File: config.mk
export PLATFORM = sky130hd
export DESIGN_NAME = dual_adc_output_mux
export DESIGN_NICKNAME = d
export VERILOG_FILES = /design/src/dual_adc_output_mux.v
export VERILOG_INCLUDE_DIRS = /design/src /design/src/shared
export SDC_FILE = /design/constraint.sdc
export NUM_CORES = 1
export LEC_CHECK = 0
export CELL_PAD_IN_SITES_DETAIL_PLACEMENT = 1
export CELL_PAD_IN_SITES_GLOBAL_PLACEMENT = 1
export CORE_ASPECT_RATIO = 1.75
export CORE_UTILIZATION = 52
export DETAILED_ROUTE_END_ITERATION = 6
export DONT_BUFFER_PORTS = 1
export PLACE_DENSITY_LB_ADDON = 0.1
export SLEW_MARGIN = 20
export SYNTH_ARGS = -nofsm -noshare
export SYNTH_HDL_FRONTEND = slang
export SYNTH_SLANG_ARGS = --single-unit
File: constraint.sdc
create_clock -name clk_sys_i -period 3.64 [get_ports clk_sys_i]
set_clock_uncertainty 0.05 [all_clocks]
set_input_delay 0.728 -clock clk_sys_i [delete_from_list [all_inputs] [get_ports clk_sys_i]]
set_output_delay 0.728 -clock clk_sys_i [all_outputs]
set_load 0.02 [all_outputs]
File: src/shared/dual_adc_defines.vh
// constants for the dual converter output multiplexer
// assumes inclusion by bare name from design files
`ifndef DUAL_ADC_DEFINES_VH
`define DUAL_ADC_DEFINES_VH
// wishbone register offsets (byte addresses)
`define ADDR_CTRL 8'h00
`define ADDR_STATUS 8'h04
`define ADDR_I_SAMPLE 8'h08
`define ADDR_Q_SAMPLE 8'h0C
`define ADDR_I_INPUT 8'h10
`define ADDR_Q_INPUT 8'h14
// control fields
`define CTRL_FLOAT_BIT 0
`define CTRL_PICK_BIT 1
`define CTRL_LOWPWR_BIT 2
`define CTRL_CLKEN_BIT 3
`define CTRL_RESET 32'h0000_0008
// status fields
`define ST_STANDBY_BIT 0
`define ST_REFMODE_LSB 1
`define ST_FIFO_EMPTY_BIT 4
`define ST_FIFO_FULL_BIT 5
// reference modes from the strap
`define REF_1V 3'h1
`define REF_2V 3'h2
`define REF_EXT 3'h4
`define REF_PROG 3'h0
// strap codes seen on the sense input
`define STRAP_VREF 2'h0
`define STRAP_ANALOG_GROUND 2'h1
`define STRAP_ANALOG_SUPPLY 2'h2
`define STRAP_TAP 2'h3
// pipeline depth in clock periods, then sample fifo depth in entries and its address width
`define PIPE_DEPTH 3
`define FIFO_DEPTH 16
`define FIFO_AW 4
`endif

File: src/dual_adc_output_mux.v
// dual channel converter output multiplexer with wishbone control
// assumes synchronous inputs on clk_sys_i, sample taken each clock enable
// Notes on behaviour
// - output code is unsigned straight binary
// - float input high releases all eight output bits
// - pick low drives quadrature result while control pick bit 1 is clear
// - pick high drives in-phase result
// - low power plus stopped clock enters standby
// - strap to vref 1V, ground 2V
// - strap to supply selects external reference
// - divider tap scales on-chip reference
// - both channels sample on same edge
// - result reaches outputs five periods later
// - each channel has own output latch
//
// The implementer's own choices: the placing of the registers and the Wishbone register port.
`timescale 1ns/1ns
`default_nettype none
`include "dual_adc_defines.vh"

module sample_fifo #(
  parameter WIDTH = 16,
  parameter DEPTH = `FIFO_DEPTH,
  parameter AW = `FIFO_AW
) (
  input wire clk_sys_i,
  input wire rst_i,
  input wire [WIDTH-1:0] in_data_i,
  input wire in_valid_i,
  output wire in_ready_o,
  output wire [WIDTH-1:0] out_data_o,
  output wire out_valid_o,
  input wire out_ready_i
);
  reg [WIDTH-1:0] mem [0:DEPTH-1];
  reg [AW-1:0] wr_ptr;
  reg [AW-1:0] rd_ptr;
  reg [AW:0] count;
  wire do_wr;
  wire do_rd;
  assign in_ready_o = (count != DEPTH);
  assign out_valid_o = (count != 0);
  assign out_data_o = mem[rd_ptr];
  assign do_wr = in_valid_i && in_ready_o;
  assign do_rd = out_valid_o && out_ready_i;
  always @(posedge clk_sys_i)
  begin
    if (rst_i)
    begin
      wr_ptr <= {AW{1'b0}};
      rd_ptr <= {AW{1'b0}};
      count <= {(AW+1){1'b0}};
    end
    else
    begin
      if (do_wr)
      begin
        mem[wr_ptr] <= in_data_i;
        wr_ptr <= wr_ptr + 1'b1;
      end
      if (do_rd)
        rd_ptr <= rd_ptr + 1'b1;
      if (do_wr && !do_rd)
        count <= count + 1'b1;
      else if (do_rd && !do_wr)
        count <= count - 1'b1;
    end
  end
endmodule

////////////////////////////////////////////////////////////////////////

module dual_adc_output_mux (
  // clock and reset
  input wire clk_sys_i,
  input wire rst_i,
  // wishbone slave
  input wire wb_cyc_i,
  input wire wb_stb_i,
  input wire wb_we_i,
  input wire [7:0] wb_adr_i,
  input wire [3:0] wb_sel_i,
  input wire [31:0] wb_dat_i,
  output reg [31:0] wb_dat_o,
  output reg wb_ack_o,
  // quantised channel inputs
  input wire [7:0] i_level_i,
  input wire [7:0] q_level_i,
  // pins
  input wire output_float_i,
  input wire channel_pick_i,
  input wire low_power_request_i,
  input wire [1:0] reference_sense_strap_i,
  // output bus
  output reg [7:0] output_bits_o,
  output reg [7:0] output_bits_oe_n_o,
  output reg standby_o,
  output reg [2:0] ref_mode_o
);
  reg [31:0] ctrl;
  reg [7:0] i_pipe [0:`PIPE_DEPTH-1];
  reg [7:0] q_pipe [0:`PIPE_DEPTH-1];
  reg [7:0] i_latch;
  reg [7:0] q_latch;
  reg [7:0] next_word;
  wire clk_run;
  wire float_all;
  wire pick_i;
  wire fifo_in_ready;
  wire [15:0] fifo_data;
  wire fifo_valid;
  wire fifo_pop;
  wire wb_req;
  integer k;

  function [2:0] strap_mode;
    input [1:0] strap;
    begin
      case (strap)
        `STRAP_VREF: strap_mode = `REF_1V;
        `STRAP_ANALOG_GROUND: strap_mode = `REF_2V;
        `STRAP_ANALOG_SUPPLY: strap_mode = `REF_EXT;
        default: strap_mode = `REF_PROG;
      endcase
    end
  endfunction

  assign clk_run = ctrl[`CTRL_CLKEN_BIT];
  assign float_all = output_float_i | ctrl[`CTRL_FLOAT_BIT];
  assign pick_i = channel_pick_i | ctrl[`CTRL_PICK_BIT];
  assign wb_req = wb_cyc_i && wb_stb_i && !wb_ack_o;
  assign fifo_pop = wb_req && !wb_we_i && (wb_adr_i == `ADDR_STATUS + 8'h0C);

  ////////////////////////////////////////////////////////////////////////
  // pipeline: both channels sampled on the same enabled edge
  always @(posedge clk_sys_i)
  begin
    if (rst_i)
    begin
      for (k = 0; k < `PIPE_DEPTH; k = k + 1)
      begin
        i_pipe[k] <= 8'h00;
        q_pipe[k] <= 8'h00;
      end
      i_latch <= 8'h00;
      q_latch <= 8'h00;
    end
    else if (clk_run)
    begin
      i_pipe[0] <= i_level_i;
      q_pipe[0] <= q_level_i;
      for (k = 1; k < `PIPE_DEPTH; k = k + 1)
      begin
        i_pipe[k] <= i_pipe[k-1];
        q_pipe[k] <= q_pipe[k-1];
      end
      i_latch <= i_pipe[`PIPE_DEPTH-1];
      q_latch <= q_pipe[`PIPE_DEPTH-1];
    end
  end

  sample_fifo #(
    .WIDTH(16),
    .DEPTH(`FIFO_DEPTH),
    .AW(`FIFO_AW)
  ) u_fifo (
    .clk_sys_i(clk_sys_i),
    .rst_i(rst_i),
    .in_data_i({i_latch, q_latch}),
    .in_valid_i(clk_run),
    .in_ready_o(fifo_in_ready),
    .out_data_o(fifo_data),
    .out_valid_o(fifo_valid),
    .out_ready_i(fifo_pop)
  );

  ////////////////////////////////////////////////////////////////////////
  // output multiplexer and float control
  always @*
  begin
    if (pick_i)
      next_word = i_latch;
    else
      next_word = q_latch;
  end

  always @(posedge clk_sys_i)
  begin
    if (rst_i)
    begin
      output_bits_o <= 8'h00;
      output_bits_oe_n_o <= 8'hFF;
      standby_o <= 1'b0;
      ref_mode_o <= `REF_1V;
    end
    else
    begin
      output_bits_o <= next_word;
      output_bits_oe_n_o <= {8{float_all}};
      standby_o <= (low_power_request_i | ctrl[`CTRL_LOWPWR_BIT]) && !clk_run;
      ref_mode_o <= strap_mode(reference_sense_strap_i);
    end
  end

  ////////////////////////////////////////////////////////////////////////
  // wishbone slave, ack one cycle after request
  always @(posedge clk_sys_i)
  begin
    if (rst_i)
    begin
      ctrl <= `CTRL_RESET;
      wb_ack_o <= 1'b0;
      wb_dat_o <= 32'h0000_0000;
    end
    else
    begin
      wb_ack_o <= wb_req;
      if (wb_req && wb_we_i && wb_adr_i == `ADDR_CTRL && wb_sel_i[0])
        ctrl <= {28'h000_0000, wb_dat_i[3:0]};
      if (wb_req && !wb_we_i)
      begin
        case (wb_adr_i)
          `ADDR_CTRL: wb_dat_o <= ctrl;
          `ADDR_STATUS: wb_dat_o <= {26'h000_0000, !fifo_in_ready, !fifo_valid, ref_mode_o, standby_o};
          `ADDR_I_SAMPLE: wb_dat_o <= {24'h00_0000, i_latch};
          `ADDR_Q_SAMPLE: wb_dat_o <= {16'h0000, fifo_valid, 7'h00, q_latch};
          `ADDR_I_INPUT: wb_dat_o <= {16'h0000, fifo_data};
          default: wb_dat_o <= 32'h0000_0000;
        endcase
      end
    end
  end
endmodule

`default_nettype wire

==> flow_summary.toml <==
[timing]
clock.fmax_ghz = 0.326
min_period_ns = 3.06
worst_pin_slew_ns = 1.12
maxSlewHeadroom = 0.248
finalSetupViolations = 0
hold_viol = 0
rsz0062_at_grt = "no"
period_share = 0.842
tns_ns = 0
drv_slew = 0

[clock_tree]
cts_tree = "done"
postCtsSetupBuffers = 0
h-tree-depth = 2
cts_sinks = 371
cts_resized = 0
cts_buffers = 34
clk_pin_slew_ns = 0.06
root_buffer = "clkbuf_16"
postCtsHoldBufs = 0
insertion_delay_ns = 0.53
clk_path_buf_depth = 3

[detailed_routing]
drc = 0
vias = 7328
firstDrtPassIters = 6
ant_nets = 0
wl_per_cell_um = 25.9
drt_iter0_markers = 447
via_per_inst = 5.88
drt-total-wl_um = 32300

[synth]
yosysSeqAreaShare = 0.716
synth_top_area_frac = 0.624
ys_ff_latch = 371
synth_area_leaders = "edfxtp_1 (62%), mux4_2 (10%), dfxtp_1 (9.2%)"
yosysUniqueCellTypes = 58
synth_area_mm2 = 0.0146
synthFlopType = "edfxtp_1"
synth_edf_count = 304
yosysWarningCount = 0
synthArstFlopShare = 0
synth_area_leader_cell = "edfxtp_1"
synthCells = 834
syn_area_per_cell_um2 = 17.5

[power]
leakage_nw = 5.57
total_power_mw = 8.52
clockPowerShare = 0.425
combPwrFrac = 0.025
vdd_drop_max_mv = 0.460
powerDensity_mw_per_mm2 = 526
swShare = 0.196
p_int_mw = 6.85
p_switching_mw = 1.67
pwr-share-seq = 0.550

[die]
rows = 80
start_util = 0.533
core_area_mm2 = 0.0274
die_h_um = 224
die_area_mm2 = 0.0288
die_w_um = 129
num_io_pins = 123

[setup_path]
cp-start-kind = "register"
cp_cell_sequence = "nor4_1, buf_4, nand2_1, nand3_1, ha_1, inv_1, fa_1, a21o_1, a21oi_1, mux2i_1, mux2_2"
end_kind = "register"
path_buf_inv = 2
path_delay_family = "adder cells"
arrival_ns = 3.41
critical_path.max_fanout = 5
crit_required_ns = 3.99
path_class = "reg2reg"
slowest_stage = "fa_1"
slowest_delay_ns = 0.48

[global_routing]
antenna_found_initial = 0
grt_pass1_vias = 8146
grt_max_degree = 63
grt_pass1_wl_um = 48700
grt_overflow = 0
grt_use_total = 0.236

[status]
outcome = "complete, no violations"

[place]
hpwl_um = 20800
gp_congestion = 0.805
io_buffers = 0

[flow_run]
maxCapViolations = 0

[cells_and_area]
syn_to_final_growth_pct = 10.8
final_util = 0.591
final_nets = 932
final_layout_size_suffix_gt1_frac = 0.203
antennaDiodeCount = 0

[hold_path]
hp-class = "in2reg"
power by group through the flow:
stage                     Clock, mW  Combinational, mW  Sequential, mW
after floorplan                   0              0.184            4.75
after global placement            0              0.206            4.77
after detailed placement          0              0.215            4.78
after CTS                      3.69              0.217            4.69
after global routing           3.82              0.231            4.69
final                          3.62              0.214            4.69
metal layers:
| metal | vias up | wire length [um] | GRT usage | share of wire |
|---|---|---|---|---|
| met2 | 198 | 17600 | 0.429 | 0.55 |
| met4 | 0 | 1510 | 0.114 | 0.047 |
| met1 | 3816 | 11900 | 0.267 | 0.37 |
| met5 | - | 0 | 0 | 0 |
| met3 | 76 | 1250 | 0.0373 | 0.039 |
| li1 | 3238 | - | - | - |
registers in the layout (all words and copies together) (netlist names), 4 cells and up, named ones only:
name	flops
u_fifo.mem	256
output_bits_o	8
u_fifo.rd_ptr	4
i_latch	8
q_pipe	24
u_fifo.count	5
i_pipe	24
q_latch	8
ctrl	4
wb_dat_o	16
u_fifo.wr_ptr	4
final timing paths:
check	from	to	slack, ns	cells past startpoint
max	u_fifo.count[0]$_SDFFE_PP0P_	u_fifo.count[4]$_SDFFE_PP0P_	0.58	11
min	reference_sense_strap_i[0]	ref_mode_o[2]$_SDFF_PP0_	0.24	1
max reg2reg	u_fifo.count[0]$_SDFFE_PP0P_	u_fifo.count[4]$_SDFFE_PP0P_	0.58	11
min reg2reg	q_pipe[2][2]$_SDFFCE_PN0P_	q_latch[2]$_SDFFE_PP0P_	0.43	2
cell type report:
class                   count  area [um^2]
inverters                   7         26.3
well taps                 369          462
repair buffers             33          260
multi-input cells         405         3850
flip-flops and latches    371        10500
clock buffers              54         1020
clock inverters             7          115
fillers                  2473        11200
cells in the final DEF (no fill, tap or decap), types with 4 or more instances in the layout:
cell	n
clkbuf_16	35
edfxtp_1	304
nor2_1	54
buf_4	32
nor2b_1	5
conb_1	16
mux2i_1	51
clkbuf_1	12
xor2_1	4
mux2_2	11
o221ai_1	9
nand3_1	8
inv_1	7
mux4_2	67
ha_1	9
o21ai_0	10
nor3_2	4
clkbuf_8	7
nand2_1	24
nand4_1	4
dfxtp_1	63
a21oi_1	15
and2_1	53
metrics by stage:
stage	instance area, um^2	std cells	hold WS, ns	worst slack [ns]
2_1_floorplan	14700	849	0.384	0.425
3_3_place_gp	15100	1185	0.409	0.270
3_5_place_dp	15100	1185	0.430	0.211
4_1_cts	16200	1246	0.214	0.577
5_1_grt	16200	1246	0.226	0.380
6_report	16200	1246	0.238	0.576
Yosys cell counts (10+ instances only):
cell type and instances:
a21oi_1 15, and2_1 53, buf_1 10, buf_4 25
clkbuf_1 23, dfxtp_1 67, edfxtp_1 304, mux2_2 11
mux2i_1 51, mux4_2 67, nand2_1 24, nor2_1 54
o21ai_0 10
kinds of logic after synthesis:
logic type	Yosys count	synth area share
other cells	1	0.000256
buf+inv	73	0.0263
mux	129	0.147
simple gates	180	0.0663
xor+xnor	6	0.00359
fa+ha+maj	10	0.00907
flops	371	0.716
compound gates	64	0.0323
worst register-to-register path, stage by stage, from the launching register on:
cell and delay (ns):
dfxtp_1 0.36, nor4_1 0.34, buf_4 0.21, nand2_1 0.10, nand3_1 0.11, ha_1 0.17
inv_1 0.12, fa_1 0.48, a21o_1 0.20, a21oi_1 0.21, mux2i_1 0.26, mux2_2 0.35
(Power assumes the default switching activity.)
